==> src/spd_pkg.sv <==
package spd_pkg;

   ////////////////////////////////////////////////////////////////////////////////////////////////////
   // Page selection
   localparam logic [7:0] SPD_PAGE_SEL_ADDR = 8'ha7;
   localparam logic [7:0] SPD_PAGE_SEL_RESET = 8'h00;
   localparam logic [7:0] SPD_PAGE_0 = 8'h00;
   localparam logic [7:0] SPD_PAGE_F = 8'h0f;

   ////////////////////////////////////////////////////////////////////////////////////////////////////
   // Address space: direct addresses from this base up are special function registers
   localparam logic [7:0] SPD_SFR_BASE = 8'h80;
   // Bit addresses below the register space land in data memory bytes 0x20..0x2f
   localparam logic [3:0] SPD_BIT_RAM_HI = 4'h2;
   // Examples of decoded registers
   localparam logic [7:0] SPD_XIRQ_EN1_ADDR = 8'he6;
   localparam logic [7:0] SPD_CS_THR_HIGH_ADDR = 8'h97;
   localparam logic [7:0] SPD_CRC_SECT_CNT_ADDR = 8'h97;

   ////////////////////////////////////////////////////////////////////////////////////////////////////
   // Occupancy maps, one bit per address 0x80..0xff, bit 0 is 0x80.
   // Bytes run from row 0xf8 (first) down to row 0x80 (last).
   localparam logic [127:0] SPD_MAP_COMMON = {
      8'h81, 8'h01, 8'h81, 8'hc9, 8'h01, 8'h03, 8'h01, 8'h01,
      8'h01, 8'hcd, 8'h11, 8'h81, 8'h03, 8'h01, 8'hff, 8'h8f};
   localparam logic [127:0] SPD_MAP_PAGE0 = {
      8'h1e, 8'h18, 8'h1e, 8'h06, 8'h00, 8'h00, 8'h3c, 8'h7e,
      8'h68, 8'h00, 8'h26, 8'h0a, 8'hfc, 8'hfe, 8'h00, 8'h00};
   localparam logic [127:0] SPD_MAP_PAGEF = {
      8'h7e, 8'hfe, 8'h70, 8'h16, 8'h1e, 8'h74, 8'hc0, 8'hf2,
      8'hfe, 8'h20, 8'ha6, 8'h76, 8'h9c, 8'hfe, 8'h00, 8'h00};

   ////////////////////////////////////////////////////////////////////////////////////////////////////
   // Which register set a decoded access went to
   typedef enum logic [1:0] {
      SPD_BANK_COMMON,
      SPD_BANK_PAGE0,
      SPD_BANK_PAGEF
   } spd_bank_t;

   typedef enum logic {
      SPD_ST_IDLE,
      SPD_ST_RMW
   } spd_state_t;

endpackage

==> src/spd_addr_decode.sv <==
`timescale 1ns/1ps

module spd_addr_decode
   import spd_pkg::*;
(
   input wire logic [7:0] i_addr,    // Byte address
   input wire logic [7:0] i_page,    // Current page
   output logic o_is_sfr,            // Address in register space
   output logic o_hit_common,        // Register present on all pages
   output logic o_hit_page0,         // Page 0 register
   output logic o_hit_pagef,         // Page F register
   output logic o_is_page_sel        // The page register itself
);

   wire [6:0] map_idx = i_addr[6:0];
   wire page_is_0 = (i_page == SPD_PAGE_0);
   wire page_is_f = (i_page == SPD_PAGE_F);

   assign o_is_sfr = (i_addr >= SPD_SFR_BASE);
   // All-page registers win regardless of the page value
   assign o_hit_common = o_is_sfr & SPD_MAP_COMMON[map_idx];
   assign o_hit_page0 = o_is_sfr & ~o_hit_common & page_is_0 & SPD_MAP_PAGE0[map_idx];
   assign o_hit_pagef = o_is_sfr & ~o_hit_common & page_is_f & SPD_MAP_PAGEF[map_idx];
   assign o_is_page_sel = (i_addr == SPD_PAGE_SEL_ADDR);

endmodule

==> src/spd_page_decoder.sv <==
`timescale 1ns/1ps

// What this block does
// - Holds an 8-bit page select value
// - Core write replaces the current page
// - Read of page register returns page
// - Page register at 0xa7 on all pages
// - All-page registers decode regardless of page
// - Address 0x97: threshold high page 0, count page F
// - Undefined addresses reserved, no function given
// - Direct addresses 0x80..0xff go to registers
// - Addresses ending 0x0/0x8 allow bit access
module spd_page_decoder
   import spd_pkg::*;
(
   input wire logic i_sys_clk,                 // 10 MHz system clock
   input wire logic i_reset,                   // Synchronous reset, active high
   input wire logic i_ce,                      // Clock enable, freezes all state when low
   input wire logic i_rd,                      // Core read request
   input wire logic i_wr,                      // Core write request
   input wire logic i_bit,                     // Request is a single-bit access
   input wire logic [7:0] i_addr,              // Direct byte address or bit address
   input wire logic [7:0] i_wdata,             // Write byte, bit 0 for bit writes
   input wire logic [7:0] i_sfr_rdata,         // Byte from the selected register
   input wire logic [7:0] i_ram_rdata,         // Byte from data memory
   output logic o_busy,                        // Bit write in progress, requests refused
   output logic [7:0] o_page_sel,              // Current page
   output logic o_sfr_rd,                      // Register read strobe
   output logic o_sfr_wr,                      // Register write strobe
   output spd_pkg::spd_bank_t o_sfr_bank,      // Register set addressed
   output logic o_ram_rd,                      // Data memory read strobe
   output logic o_ram_wr,                      // Data memory write strobe
   output logic [7:0] o_tgt_addr,              // Byte address of the strobed target
   output logic [7:0] o_tgt_wdata,             // Byte to write to the target
   output logic o_rvalid,                      // Read data valid pulse
   output logic [7:0] o_rdata                  // Read data
);

   import spd_pkg::*;

   ////////////////////////////////////////////////////////////////////////////////////////////////////
   // Registers

   spd_state_t state_reg, state_next;
   logic [7:0] register_page_select_reg, register_page_select_next;
   logic busy_reg, busy_next;
   logic sfr_rd_reg, sfr_rd_next;
   logic sfr_wr_reg, sfr_wr_next;
   spd_bank_t bank_reg, bank_next;
   logic ram_rd_reg, ram_rd_next;
   logic ram_wr_reg, ram_wr_next;
   logic [7:0] addr_reg, addr_next;
   logic [7:0] wdata_reg, wdata_next;
   logic bit_reg, bit_next;
   logic [2:0] bit_idx_reg, bit_idx_next;
   logic bit_val_reg, bit_val_next;
   logic ret_reg, ret_next;
   logic loc_reg, loc_next;
   logic [7:0] loc_data_reg, loc_data_next;
   logic rvalid_reg, rvalid_next;
   logic [7:0] rdata_reg, rdata_next;

   ////////////////////////////////////////////////////////////////////////////////////////////////////
   // Address decode

   wire is_sfr;
   wire hit_common;
   wire hit_page0;
   wire hit_pagef;
   wire is_page_sel;

   // A bit address from 0x80 up names a byte whose address ends in 0x0 or 0x8; lower ones name bytes 0x20..0x2f
   wire [7:0] sfr_bit_byte = {i_addr[7:3], 3'b000};
   wire [7:0] ram_bit_byte = {SPD_BIT_RAM_HI, i_addr[6:3]};
   wire [7:0] byte_addr = i_bit ? (i_addr[7] ? sfr_bit_byte : ram_bit_byte) : i_addr;

   spd_addr_decode u_decode (
      .i_addr(byte_addr),
      .i_page(register_page_select_reg),
      .o_is_sfr(is_sfr),
      .o_hit_common(hit_common),
      .o_hit_page0(hit_page0),
      .o_hit_pagef(hit_pagef),
      .o_is_page_sel(is_page_sel)
   );

   wire mapped = hit_common | hit_page0 | hit_pagef;
   // Page register is served here and never strobed outward
   wire to_sfr = is_sfr & mapped & ~is_page_sel;
   wire to_ram = ~is_sfr;
   // Nothing is defined at such an address, so nothing is strobed
   wire reserved = is_sfr & ~mapped;
   wire page_hit = is_sfr & is_page_sel;

   wire accept = i_ce & (state_reg == SPD_ST_IDLE) & (i_rd | i_wr);
   wire req_wr = i_wr;
   wire bit_wr = req_wr & i_bit;
   // A bit write first reads the byte, so it issues a read strobe
   wire want_rd = ~req_wr | bit_wr;
   wire page_wr = accept & req_wr & ~i_bit & page_hit;

   wire spd_bank_t dec_bank = hit_common ? SPD_BANK_COMMON : (hit_page0 ? SPD_BANK_PAGE0 : SPD_BANK_PAGEF);

   ////////////////////////////////////////////////////////////////////////////////////////////////////
   // Bit merge for read-modify-write and bit extract for reads

   wire [7:0] rmw_src = sfr_rd_reg ? i_sfr_rdata : i_ram_rdata;
   wire [7:0] rmw_byte;
   wire [7:0] ret_src = loc_reg ? loc_data_reg : (sfr_rd_reg ? i_sfr_rdata : i_ram_rdata);
   wire ret_bit = ret_src[bit_idx_reg];

   genvar g;
   generate
      for (g = 0; g < 8; g = g + 1)
      begin : g_merge
         assign rmw_byte[g] = (bit_idx_reg == 3'(g)) ? bit_val_reg : rmw_src[g];
      end
   endgenerate

   ////////////////////////////////////////////////////////////////////////////////////////////////////
   // Next-state logic

   always_comb
   begin
      state_next = state_reg;
      register_page_select_next = register_page_select_reg;
      busy_next = 1'b0;
      sfr_rd_next = 1'b0;
      sfr_wr_next = 1'b0;
      bank_next = bank_reg;
      ram_rd_next = 1'b0;
      ram_wr_next = 1'b0;
      addr_next = addr_reg;
      wdata_next = wdata_reg;
      bit_next = bit_reg;
      bit_idx_next = bit_idx_reg;
      bit_val_next = bit_val_reg;
      ret_next = 1'b0;
      loc_next = 1'b0;
      loc_data_next = loc_data_reg;
      rvalid_next = ret_reg;
      rdata_next = ret_reg ? (bit_reg ? {7'h00, ret_bit} : ret_src) : 8'h00;

      unique case (state_reg)
         SPD_ST_IDLE:
         begin
            if (accept)
            begin
               addr_next = byte_addr;
               bank_next = dec_bank;
               bit_next = i_bit;
               bit_idx_next = i_addr[2:0];
               bit_val_next = i_wdata[0];
               wdata_next = i_wdata;
               sfr_rd_next = to_sfr & want_rd;
               sfr_wr_next = to_sfr & req_wr & ~i_bit;
               ram_rd_next = to_ram & want_rd;
               ram_wr_next = to_ram & req_wr & ~i_bit;
               ret_next = ~req_wr;
               // Page register reads back the live page; reserved reads give zero
               loc_next = ~req_wr & (page_hit | reserved);
               loc_data_next = page_hit ? register_page_select_reg : 8'h00;
               if (page_wr)
               begin
                  register_page_select_next = i_wdata;
               end
               // Reserved or page-register bit writes have nothing to modify
               if (bit_wr & (to_sfr | to_ram))
               begin
                  state_next = SPD_ST_RMW;
                  busy_next = 1'b1;
               end
            end
         end
         SPD_ST_RMW:
         begin
            // Byte is read this cycle; write it back next cycle with one bit changed
            sfr_wr_next = sfr_rd_reg;
            ram_wr_next = ram_rd_reg;
            wdata_next = rmw_byte;
            state_next = SPD_ST_IDLE;
         end
      endcase
   end

   ////////////////////////////////////////////////////////////////////////////////////////////////////
   // State

   always_ff @(posedge i_sys_clk)
   begin
      if (i_reset)
      begin
         state_reg <= SPD_ST_IDLE;
         register_page_select_reg <= SPD_PAGE_SEL_RESET;
         busy_reg <= 1'b0;
         sfr_rd_reg <= 1'b0;
         sfr_wr_reg <= 1'b0;
         bank_reg <= SPD_BANK_COMMON;
         ram_rd_reg <= 1'b0;
         ram_wr_reg <= 1'b0;
         addr_reg <= 8'h00;
         wdata_reg <= 8'h00;
         bit_reg <= 1'b0;
         bit_idx_reg <= 3'h0;
         bit_val_reg <= 1'b0;
         ret_reg <= 1'b0;
         loc_reg <= 1'b0;
         loc_data_reg <= 8'h00;
         rvalid_reg <= 1'b0;
         rdata_reg <= 8'h00;
      end
      else if (i_ce)
      begin
         state_reg <= state_next;
         register_page_select_reg <= register_page_select_next;
         busy_reg <= busy_next;
         sfr_rd_reg <= sfr_rd_next;
         sfr_wr_reg <= sfr_wr_next;
         bank_reg <= bank_next;
         ram_rd_reg <= ram_rd_next;
         ram_wr_reg <= ram_wr_next;
         addr_reg <= addr_next;
         wdata_reg <= wdata_next;
         bit_reg <= bit_next;
         bit_idx_reg <= bit_idx_next;
         bit_val_reg <= bit_val_next;
         ret_reg <= ret_next;
         loc_reg <= loc_next;
         loc_data_reg <= loc_data_next;
         rvalid_reg <= rvalid_next;
         rdata_reg <= rdata_next;
      end
   end

   ////////////////////////////////////////////////////////////////////////////////////////////////////
   // Outputs

   assign o_busy = busy_reg;
   assign o_page_sel = register_page_select_reg;
   assign o_sfr_rd = sfr_rd_reg;
   assign o_sfr_wr = sfr_wr_reg;
   assign o_sfr_bank = bank_reg;
   assign o_ram_rd = ram_rd_reg;
   assign o_ram_wr = ram_wr_reg;
   assign o_tgt_addr = addr_reg;
   assign o_tgt_wdata = wdata_reg;
   assign o_rvalid = rvalid_reg;
   assign o_rdata = rdata_reg;

endmodule

==> config.mk <==
export PLATFORM = sky130hd
export DESIGN_NAME = spd_page_decoder
export DESIGN_NICKNAME = d
export VERILOG_FILES = /design/src/spd_pkg.sv /design/src/spd_addr_decode.sv /design/src/spd_page_decoder.sv
export SDC_FILE = /design/constraint.sdc
export NUM_CORES = 1
export LEC_CHECK = 0
export BUFFER_PORTS_ARGS = -buffer_cell sky130_fd_sc_hd__buf_4
export CAP_MARGIN = 10
export CORE_ASPECT_RATIO = 0.75
export CORE_MARGIN = 2
export CORE_UTILIZATION = 33
export CTS_CLUSTER_SIZE = 24
export DETAILED_ROUTE_END_ITERATION = 12
export MAX_ROUTING_LAYER = met4
export SLEW_MARGIN = 20
export SYNTH_ARGS = -nofsm -noshare
export SYNTH_HDL_FRONTEND = slang
export SYNTH_SLANG_ARGS = --single-unit
==> constraint.sdc <==
create_clock -name i_sys_clk -period 3.2 [get_ports i_sys_clk]
set_input_delay 0.48 -clock i_sys_clk [delete_from_list [all_inputs] [get_ports i_sys_clk]]
set_output_delay 0.48 -clock i_sys_clk [all_outputs]
set_load 0.05 [all_outputs]
==> metrics.log, run 1 <==
INFO  metric initial_core_util = 34.3%
INFO  metric cts_inserted_buffers = 5
INFO  metric cp.arrival = 3070 ps
INFO  metric max_clock_freq = 347 MHz
INFO  metric final.hold.worst_slack = 423 ps
INFO  metric seq_area_frac_synth = 33.0%
INFO  metric post_cts_buffers = 0
INFO  metric floorplan.die_area = 0.0109 mm^2
INFO  metric crit_required = 3390 ps
INFO  metric drc = 0
INFO  metric worst-path-buf-inv = 1
INFO  metric synth.lib_cells_used.distinct = 62
INFO  metric leakage_dissipation = 1.78 nW
INFO  metric top_fanout_value_on_the_critical_path = 14
INFO  metric multi_input_comb_area = 0.00206 mm^2
INFO  metric hp-start = i_wdata[2]
INFO  metric yosys_warnings = 0
INFO  metric num_antenna_cells = 0
INFO  metric finalSetupTns = 0 ps
INFO  metric fin_nets = 528
INFO  metric drt_wl_total = 10,800 um
INFO  metric crit_path_max_incr_delay = 380 ps
INFO  metric synth_edf_count = 0
INFO  metric chipWidth = 120 um
INFO  metric worstSetupEndpointType = flop
INFO  metric dp_hpwl = 8140 um
INFO  metric vias_in_the_first_global_route = 3,141
INFO  metric syn_inst = 410
INFO  metric maxSlewHeadroom = 46.0%
INFO  metric clk_pin_slew_worst_paths = 80 ps
INFO  metric cts.sink_count = 55
INFO  metric rr_startpoint = o_sfr_rd
INFO  metric timing_max_transition_violations_final = 0
INFO  metric synth_area_leader_cell = sky130_fd_sc_hd__dfxtp_1
INFO  metric global_route.overflow_total = 0
INFO  metric setup_slack = 321 ps
INFO  metric drt_first_pass_iters = 5
INFO  metric grtUsageTotal = 20.8%
INFO  metric insertion_delay = 300 ps
INFO  metric buffer_ports.inserted = 77
INFO  metric max-clock-path-buffers = 2
INFO  metric num_rows = 31
INFO  metric worstPathCellList = buf_4, and2b_4, a22oi_2, ha_1, a21oi_1, o21ai_0, a221oi_1, nor2_1, a221oi_2, nor3b_2, o311a_1
INFO  metric dr_total_vias = 3,341
INFO  metric route.detailed.vias_per_inst = 5.43
INFO  metric worstSetupStartpointType = input port
INFO  metric synth-async-reset-ratio = 0%
INFO  metric pre_cts_ws = 26.1 ps
INFO  metric most_frequent_standard_cell_in_the_layout_excluding_fill_and_tap_cells = sky130_fd_sc_hd__buf_4
INFO  metric number_of_violations_of_the_max_capacitance_limit = 0
INFO  metric cts.repair.resized = 0
INFO  metric synth_flop_cell = sky130_fd_sc_hd__dfxtp_1
INFO  metric cts_tree = yes
INFO  metric grt_max_degree = 56
INFO  metric num-fill-cells = 1,011
INFO  metric cell_types_occupying_the_most_area_after_synthesis = sky130_fd_sc_hd__dfxtp_1, sky130_fd_sc_hd__mux2_2, sky130_fd_sc_hd__a21oi_1
INFO  metric power_density_normalized_to_cell_area = 414 mW/mm^2
INFO  metric layout-drive-gt1-share = 28.6%
INFO  metric skew = 6.44 ps
INFO  metric ir_worst_vdd = 224 uV
INFO  metric io-pin-count = 78
INFO  metric coreArea = 0.00974 mm^2
INFO  metric period_share = 90.0%
INFO  metric syn_nets = 456
INFO  metric synthDominantCellAreaShare = 33.0%
INFO  metric grt_first_pass_wirelength = 17,400 um
INFO  metric ff_latch_area = 0.00110 mm^2
INFO  metric slew_at_the_pin_closest_to_its_max_slew_limit = 808 ps
INFO  metric crit_path_start = i_bit
INFO  metric clock-root-buffer = sky130_fd_sc_hd__clkbuf_16
INFO  metric grt_setup_unrepaired = no
INFO  metric timing.final.setup_violations = 0
INFO  metric syn_area_per_cell = 8.14 um^2
INFO  metric post-route-min-period = 2880 ps
INFO  metric synth.cell_area = 0.00334 mm^2
INFO  metric gp_routability_congestion = 0.955
INFO  metric outcome = complete, no violations
INFO  metric crit_type = in2reg
INFO  metric antenna_found_initial = 0
INFO  metric cts-hold-fix-buffers = 0
INFO  metric postRouteAntennaNets = 0
INFO  metric dieHeight = 91.1 um
INFO  metric timing.hold.worst.class = in2reg
INFO  metric htree_levels = 2
INFO  metric critPathTopFamily = compound AO/OA/AOI/OAI gates
INFO  metric avgRoutedWirePerCell = 17.6 um
INFO  metric violation_count_after_the_first_detailed_route_iteration = 314
INFO  metric timing.final.hold_violations = 0
INFO  metric timing.critical_path.slowest_stage_cell = sky130_fd_sc_hd__ha_1
INFO  metric area_delta_synth_final = 26.8%
INFO  metric synth_seq_cells = 55
INFO  metric most-common-layout-cells = sky130_fd_sc_hd__buf_4, sky130_fd_sc_hd__dfxtp_1, sky130_fd_sc_hd__nor2_1
[synth_stat cells, drive strengths merged, types with 3 or more instances]
master / number
a21o: 3
a22oi: 7
or2: 3
nand2: 46
nor2: 49
nor2b: 4
a211oi: 15
o21ai: 10
clkbuf: 19
mux2: 22
mux2i: 21
o211ai: 7
inv: 12
or3: 3
a21oi: 43
ha: 8
nand3: 15
nor3b: 6
dfxtp: 55
nand2b: 7
buf: 11
[where the power goes]
part	total [mW]	switching, mW	internal, mW
clock	0.565	0.272	0.294
sequential	0.736	0.0261	0.710
combinational	0.451	0.274	0.178
total	1.75	0.572	1.18
[logic make-up after synthesis]
family | Yosys count | share of synthesized area (%)
buffers and inverters | 42 | 5.28
flip-flops | 55 | 33.0
AND/OR/NAND/NOR | 151 | 21.7
adder cells (fa/ha/maj) | 8 | 3.00
AO/OA/AOI/OAI | 109 | 21.9
multiplexers | 45 | 15.2
[path summary, 6_finish.rpt]
path              depth (start not counted)               to  slack, ps
hold / removal                            3    o_page_sel[2]        420
hold reg to reg                           2  loc_data_reg[7]        460
setup / recovery                         11          loc_reg        320
setup reg to reg                          6       o_rdata[0]        850
[per-layer routing]
metal / part of all wire [%] / GRT usage [%]
met5: 0 / -
met1: 52 / 32.3
met3: 6.9 / 4.15
met2: 39 / 26.8
met4: 1.5 / 4.90
[tightest hold or removal path: stages]
cell and delay [ps]:
sky130_fd_sc_hd__buf_4 80, sky130_fd_sc_hd__mux2i_1 50, sky130_fd_sc_hd__nor2_1 70
[area by class of cell]
class,instances,share of cell area [%]
clock inverters,3,0.561
flip-flops and latches,55,26.0
well taps,132,3.90
clock buffers,5,2.96
multi-input cells,313,48.7
inverters,12,1.06
repair buffers,95,16.8
[stage by stage]
step	util, %	cell area, um^2	instances	total power [mW]
floorplan	-	3340	410	1.04
global placement	42.0	4090	607	1.20
detailed placement	42.0	4090	607	1.20
CTS	43.5	4230	615	1.77
global route	43.5	4230	615	1.83
finish	43.5	4230	615	1.75
Note: power is estimated with default switching activity, not from simulation.
==> inputs of run 2 (changes only) <==
- RECOVER_POWER: default -> 50
==> metrics.log, run 2 (synthesis results as in run 1) <==
INFO  metric timing.critical_path.slowest_stage_cell = sky130_fd_sc_hd__or2_2
INFO  metric top_fanout_value_on_the_critical_path = 14 (unchanged)
INFO  metric max-clock-path-buffers = 2 (unchanged)
INFO  metric power_density_normalized_to_cell_area = 425 mW/mm^2 (+2.6%)
INFO  metric max_clock_freq = 339 MHz (-2.5%)
INFO  metric layout-drive-gt1-share = 20.3% (-8.3 points)
INFO  metric clk_pin_slew_worst_paths = 70 ps (about the same)
INFO  metric r2r-end = o_rdata[0]
INFO  metric initial_core_util = 34.3% (unchanged)
INFO  metric timing.final.setup_violations = 0 (unchanged)
INFO  metric crit_type = in2reg
INFO  metric global_route.overflow_total = 0 (unchanged)
INFO  metric cts.repair.resized = 0 (unchanged)
INFO  metric crit_path_max_incr_delay = 320 ps (-60 ps)
INFO  metric chipWidth = 120 um (unchanged)
INFO  metric coreArea = 0.00974 mm^2 (unchanged)
INFO  metric finalSetupTns = 0 ps (unchanged)
INFO  metric fin_nets = 528 (unchanged)
INFO  metric ir_worst_vdd = 223 uV (-0.38%)
INFO  metric internal_power = 1.16 mW (-1.5%)
INFO  metric timing.hold.worst.class = in2reg
INFO  metric power_frac_clock = 32.6% (+0.3 points)
INFO  metric cts_inserted_buffers = 5 (unchanged)
INFO  metric gp_routability_congestion = 0.955 (unchanged)
INFO  metric io-pin-count = 78 (unchanged)
INFO  metric clock-root-buffer = sky130_fd_sc_hd__clkbuf_16
INFO  metric most-common-layout-cells = sky130_fd_sc_hd__dfxtp_1, sky130_fd_sc_hd__buf_4, sky130_fd_sc_hd__nor2_1
INFO  metric violation_count_after_the_first_detailed_route_iteration = 330 (+5.1%)
INFO  metric drt_wl_total = 10,900 um (+0.17%)
INFO  metric period_share = 92.3% (+2.3 points)
INFO  metric worstSetupStartpointType = input port
INFO  metric timing.final.hold_violations = 0 (unchanged)
INFO  metric cts.sink_count = 55 (unchanged)
INFO  metric share_seq_of_total_power = 42.4% (+0.4 points)
INFO  metric worstSetupEndpointType = flop
INFO  metric reg2reg_depth = 7 (+1)
INFO  metric combPwrFrac = 25.0% (-0.8 points)
INFO  metric postRouteAntennaNets = 0 (unchanged)
INFO  metric vias_in_the_first_global_route = 3,141 (unchanged)
INFO  metric dp_hpwl = 8140 um (unchanged)
INFO  metric cell_repeated_most_along_the_worst_path = sky130_fd_sc_hd__ha_1
INFO  metric crit_required = 3260 ps (-130 ps)
INFO  metric outcome = finished, violations left
INFO  metric skew = 6.56 ps (+0.122 ps)
INFO  metric route.detailed.vias_per_inst = 5.44 (+0.18%)
INFO  metric setup.reg_to_reg.worst_slack = 650 ps (-200 ps)
INFO  metric grt_max_degree = 56 (unchanged)
INFO  metric total_switching_power = 0.570 mW (-0.24%)
INFO  metric antenna_found_initial = 0 (unchanged)
INFO  metric dieHeight = 91.1 um (unchanged)
INFO  metric cts_tree = yes
INFO  metric power_switching_share = 32.9% (+0.28 points)
INFO  metric buffer_ports.inserted = 77 (unchanged)
INFO  metric num_rows = 31 (unchanged)
INFO  metric area_delta_synth_final = 22.3%
INFO  metric slew_at_the_pin_closest_to_its_max_slew_limit = 2530 ps (+1720 ps)
INFO  metric post-route-min-period = 2950 ps (+73.4 ps)
INFO  metric timing_max_transition_violations_final = 56 (+56)
INFO  metric leakage_dissipation = 1.62 nW (-9.3%)
INFO  metric dr_total_vias = 3,347 (+0.18%)
INFO  metric floorplan.die_area = 0.0109 mm^2 (unchanged)
INFO  metric worstPathCellList = buf_4, and2b_4, a22oi_2, ha_1, ha_1, a311oi_1, o41ai_1, o2111a_1, or2_2, o21ai_0, a21oi_1
INFO  metric cp.arrival = 3020 ps (-50 ps)
INFO  metric grt_first_pass_wirelength = 17,400 um (unchanged)
INFO  metric drc = 0 (unchanged)
INFO  metric grtUsageTotal = 20.8% (unchanged)
INFO  metric number_of_violations_of_the_max_capacitance_limit = 1 (+1)
INFO  metric drt_first_pass_iters = 5 (unchanged)
INFO  metric crit_path_start = i_bit
INFO  metric num_antenna_cells = 0 (unchanged)
INFO  metric failing_checks = max-capacitance violations, max-slew violations
INFO  metric htree_levels = 2 (unchanged)
INFO  metric critPathCapture = o_sfr_wr
INFO  metric cts-hold-fix-buffers = 0 (unchanged)
INFO  metric post_cts_buffers = 0 (unchanged)
INFO  metric avgRoutedWirePerCell = 17.7 um (+0.17%)
INFO  metric rr_startpoint = o_sfr_rd
INFO  metric insertion_delay = 300 ps (about the same)
INFO  metric maxSlewHeadroom = -68.7% (-110 points)
INFO  metric post-layout-total-power = 1.73 mW (-1.1%)
INFO  metric grt_setup_unrepaired = no
-- run 2: worst min-delay path by stage --
stage / start / to / slack [ps] / depth (start not counted)
6_report: i_wdata[2] / o_page_sel[2] / 420 / 3
5_1_grt: i_wdata[4] / o_page_sel[4] / 430 / 3
4_1_cts: i_wdata[7] / o_page_sel[7] / 420 / 3
3_5_place_dp: loc_data_reg[7] / loc_data_reg[7] / 450 / 2
3_3_place_gp: o_sfr_bank[0] / o_sfr_bank[0] / 440 / 2
2_1_floorplan: loc_data_reg[2] / loc_data_reg[2] / 430 / 2
-- run 2: layer usage --
layer / global-route usage, % / vias up / share of wire, %
met5: - / - / 0
met4: 4.90 / 0 / 1.5
met3: 4.15 / 17 / 7.1
met2: 26.8 / 129 / 40
met1: 32.3 / 1581 / 52
li1: - / 1620 / -
-- run 2: layout make-up --
type / count / area [um^2]
multi-input cells: 313 / 2060
fillers: 1034 / 5650
well taps: 132 / 165
flip-flops and latches: 55 / 1100
repair buffers: 95 / 563
clock inverters: 3 / 23.8
inverters: 12 / 45.0
clock buffers: 5 / 125
-- run 2: metrics by stage --
stage	hold WS, ps	area [um^2]	worst slack, ps	std cells	utilization (%)
CTS	420	4230	337	615	43.5
finish	425	4080	247	615	41.9
global placement	441	4090	43.8	607	42.0
detailed placement	447	4090	26.1	607	42.0
global route	433	4080	75.4	615	41.9
floorplan	427	3340	126	410	-
-- run 2: power by group through the flow --
stage / Combinational (mW) / Sequential (mW) / Clock, mW
finish: 0.433 / 0.735 / 0.565
global route: 0.469 / 0.740 / 0.605
CTS: 0.448 / 0.736 / 0.583
detailed placement: 0.445 / 0.751 / 0
global placement: 0.450 / 0.751 / 0
floorplan: 0.224 / 0.813 / 0
-- run 2: worst max-delay path: cells and delay by family --
kind / cells / cell delay [ps]
simple gates: 2 / 520
compound gates: 6 / 1360
fa+ha+maj: 2 / 500
buf+inv: 1 / 160
==> inputs of run 3 (changes only) <==
- SETUP_SLACK_MARGIN: default -> 0.05
- SYNTH_HIERARCHICAL: default -> 1
- TNS_END_PERCENT: default -> 50
==> metrics.log, run 3 <==
INFO  metric num-fill-cells = 1,028 (-0.58%)
INFO  metric gp_routability_congestion = 0.965 (+1.0%)
INFO  metric synth-xor-area-share = 0% (unchanged)
INFO  metric design_area = 0.00421 mm^2 (+3.0%)
INFO  metric synth_edf_count = 0 (unchanged)
INFO  metric violation_count_after_the_first_detailed_route_iteration = 249 (-25%)
INFO  metric cts_inserted_buffers = 5 (unchanged)
INFO  metric coreArea = 0.00970 mm^2 (-0.40%)
INFO  metric cts_tree = yes
INFO  metric route.detailed.vias_per_inst = 5.39 (-0.96%)
INFO  metric drt_wl_total = 10,900 um (+0.29%)
INFO  metric largest_family_of_logic_cells_by_synthesized_area = simple AND/OR/NAND/NOR gates
INFO  metric clock-root-buffer = sky130_fd_sc_hd__clkbuf_16
INFO  metric insertion_delay = 310 ps (about the same)
INFO  metric synthAdderAreaFrac = 2.27% (-0.73 points)
INFO  metric period_share = 93.8% (+1.5 points)
INFO  metric crit_path_max_incr_delay = 370 ps (+50 ps)
INFO  metric timing_max_transition_violations_final = 0 (-100%)
INFO  metric yosys_warnings = 6 (+6)
INFO  metric leakage_dissipation = 1.63 nW (+1.0%)
INFO  metric post-route-min-period = 3000 ps (+48.3 ps)
INFO  metric grtUsageTotal = 20.9% (+0.10 points)
INFO  metric met2_usage = 26.7% (-0.18 points)
INFO  metric skew = 9.82 ps (+3.26 ps)
INFO  metric crit_type = in2reg
INFO  metric cell_repeated_most_along_the_worst_path = sky130_fd_sc_hd__buf_4
INFO  metric timing.critical_path.slowest_stage_cell = sky130_fd_sc_hd__or3b_1
INFO  metric io-pin-count = 78 (unchanged)
INFO  metric number_of_violations_of_the_max_capacitance_limit = 0 (-1)
INFO  metric yosys.area_share.simple = 24.7% (+3.0 points)
INFO  metric post_layout_utilization_of_the_core = 43.4% (+1.4 points)
INFO  metric dr_total_vias = 3,428 (+2.4%)
INFO  metric cts-hold-fix-buffers = 0 (unchanged)
INFO  metric grt_setup_unrepaired = yes
INFO  metric cp.arrival = 3230 ps (+210 ps)
INFO  metric max-clock-path-buffers = 2 (unchanged)
INFO  metric max_clock_freq = 333 MHz (-1.6%)
INFO  metric dieHeight = 90.8 um (-0.37%)
INFO  metric setup_slack = 199 ps (-48.3 ps)
INFO  metric clk_pin_slew_worst_paths = 80 ps (about the same)
INFO  metric num_rows = 31 (unchanged)
INFO  metric seq_area_frac_synth = 33.2% (+0.26 points)
INFO  metric floorplan.die_area = 0.0109 mm^2 (-0.75%)
INFO  metric power_frac_clock = 33.3% (+0.7 points)
INFO  metric met1_track_demand_over_resource_in_global_routing = 32.4% (+0.12 points)
INFO  metric grt.busiest_layer = met1
INFO  metric synthDominantCellAreaShare = 33.2% (+0.26 points)
INFO  metric multi_input_comb_area = 0.00200 mm^2 (-2.7%)
INFO  metric critPathTopFamily = compound AO/OA/AOI/OAI gates
INFO  metric syn_inst = 414 (+0.98%)
INFO  metric htree_levels = 2 (unchanged)
INFO  metric synth.lib_cells_used.distinct = 55 (-11%)
INFO  metric fin_nets = 546 (+3.4%)
INFO  metric ff_latch_area = 0.00110 mm^2 (unchanged)
INFO  metric pre_cts_ws = -61.8 ps (-87.8 ps)
INFO  metric synth.area.mux_share = 12.8% (-2.4 points)
INFO  metric drt_first_pass_iters = 5 (unchanged)
INFO  metric internal_power = 1.19 mW (+1.9%)
INFO  metric slew_at_the_pin_closest_to_its_max_slew_limit = 760 ps (-1770 ps)
INFO  metric final.hold.worst_slack = 414 ps (-11.0 ps)
INFO  metric crit_required = 3430 ps (+170 ps)
INFO  metric timing.final.setup_violations = 0 (unchanged)
INFO  metric synth_flop_cell = sky130_fd_sc_hd__dfxtp_1
INFO  metric worstSetupStartpointType = input port
INFO  metric syn_nets = 458 (+0.44%)
INFO  metric compound_gate_portion_of_the_synthesized_area = 20.5% (-1.4 points)
INFO  metric vias_in_the_first_global_route = 3,104 (-1.2%)
INFO  metric power_switching_share = 33.3% (+0.38 points)
INFO  metric dp_hpwl = 8390 um (+3.1%)
INFO  metric avgRoutedWirePerCell = 17.1 um (-3.0%)
INFO  metric cts.repair.resized = 0 (unchanged)
INFO  metric area_delta_synth_final = 27.0%
INFO  metric finalSetupTns = 0 ps (unchanged)
INFO  metric post_cts_buffers = 0 (unchanged)
INFO  metric worstSetupEndpointType = flop
INFO  metric antenna_found_initial = 1 (+1)
INFO  metric synth_seq_cells = 55 (unchanged)
INFO  metric grt_first_pass_wirelength = 17,300 um (-0.99%)
INFO  metric placement.cell_area = 0.00419 mm^2 (+2.5%)
INFO  metric share_seq_of_total_power = 41.3% (-1.1 points)
INFO  metric grt_use_met3 = 4.42% (+0.27 points)
INFO  metric most-common-layout-cells = sky130_fd_sc_hd__buf_4, sky130_fd_sc_hd__dfxtp_1, sky130_fd_sc_hd__nand2_1
INFO  metric cell_types_occupying_the_most_area_after_synthesis = sky130_fd_sc_hd__dfxtp_1, sky130_fd_sc_hd__mux2i_1, sky130_fd_sc_hd__a21oi_1
INFO  metric power_density_normalized_to_cell_area = 422 mW/mm^2 (-0.49%)
INFO  metric layout-drive-gt1-share = 19.7% (-0.61 points)
INFO  metric combPwrFrac = 25.4% (+0.4 points)
INFO  metric chipWidth = 120 um (-0.38%)
INFO  metric drc = 0 (unchanged)
INFO  metric yosys-top-cells-count = sky130_fd_sc_hd__dfxtp_1, sky130_fd_sc_hd__nand2_1, sky130_fd_sc_hd__a21oi_1, sky130_fd_sc_hd__nor2_1, sky130_fd_sc_hd__mux2i_1
INFO  metric initial_core_util = 34.2% (-0.13 points)
INFO  metric maxSlewHeadroom = 49.0% (+120 points)
INFO  metric synth.cell_area = 0.00331 mm^2 (-0.79%)
INFO  metric buffer_ports.inserted = 77 (unchanged)
INFO  metric synthMostInstantiatedCell = sky130_fd_sc_hd__dfxtp_1
INFO  metric worstPathCellList = buf_4, nor2b_1, buf_4, a22o_1, inv_1, ha_1, or3b_1, a31oi_1, nand2_1, a31oi_1, nor3_2, buf_4, o21ai_0, nand4_1, a21oi_1
INFO  metric outcome = complete, no violations
INFO  metric ir_worst_vdd = 236 uV (+6.0%)
INFO  metric worst-path-buf-inv = 4 (+3)
INFO  metric top_fanout_value_on_the_critical_path = 7 (-7)
INFO  metric timing.hold.worst.class = in2reg
INFO  metric total_switching_power = 0.591 mW (+3.7%)
INFO  metric postRouteAntennaNets = 0 (unchanged)
INFO  metric grt_max_degree = 57 (+1.8%)
INFO  metric global_route.overflow_total = 0 (unchanged)
INFO  metric synth_area_leader_cell = sky130_fd_sc_hd__dfxtp_1
INFO  metric most_frequent_standard_cell_in_the_layout_excluding_fill_and_tap_cells = sky130_fd_sc_hd__buf_4
INFO  metric syn_area_per_cell = 8.00 um^2 (-1.7%)
INFO  metric cts.sink_count = 55 (unchanged)
INFO  metric timing.final.hold_violations = 0 (unchanged)
INFO  metric synth-async-reset-ratio = 0% (unchanged)
-- run 3: cell types whose count changed in the layout (fill, tap and decap cells not counted), sizes merged, moves of 7 or more --
cell,previous run,this run
mux2,22,9
nor2,49,37
a22oi,7,0
nor2b,4,15
buf,55,73
nor3,1,8
-- run 3: power by group through the flow --
stage / Combinational [mW] / Clock, mW / Sequential [mW]
after global placement: 0.469 / 0 / 0.750
after detailed placement: 0.461 / 0 / 0.751
after global routing: 0.486 / 0.639 / 0.739
after CTS: 0.463 / 0.605 / 0.735
final: 0.451 / 0.592 / 0.734
after floorplan: 0.218 / 0 / 0.808
-- run 3: worst paths after layout --
check | from | depth (start not counted) | endpoint | slack (ps)
worst max-delay path | i_bit | 15 | state_reg | 200
worst min-delay path | i_wdata[2] | 3 | o_page_sel[2] | 410
worst max register to register | o_page_sel[1] | 9 | state_reg | 730
worst min register to register | o_tgt_addr[1] | 2 | o_tgt_addr[1] | 460
-- run 3: logic make-up (layout without fill, tap and decap cells) --
family,Yosys count,in the layout
simple gates,164,164
other cells,0,1
mux,38,38
compound gates,105,105
flops,55,55
buf+inv,46,135
fa+ha+maj,6,6
-- run 3: layout make-up --
type | count | area share [%]
clock buffer | 5 | 2.98
sequential | 55 | 26.2
antenna | 1 | 0.0595
tap | 132 | 3.93
clock inverter | 3 | 0.744
timing repair buffer | 111 | 17.0
inverter | 16 | 1.43
multi-input combinational | 313 | 47.7
-- run 3: worst register-to-register path: cells and delay by family, from the launching register on --
family / cells / cell delay, ps
AO/OA/AOI/OAI: 4 / 810
buffers and inverters: 1 / 150
flip-flops: 1 / 370
AND/OR/NAND/NOR: 4 / 1070
-- run 3: stage by stage --
step                      total power, mW  std cells
final                                1.78        636
after global placement               1.22        627
after floorplan                      1.03        414
after detailed placement             1.21        627
after global routing                 1.86        636
after CTS                            1.80        635
-- run 3: metal layers --
layer  vias to the layer above  share of wire (%)
met5                         -                  0
met4                         0                1.5
met3                        14                7.8
met2                       141                 39
met1                      1598                 52
li1                       1675                  -
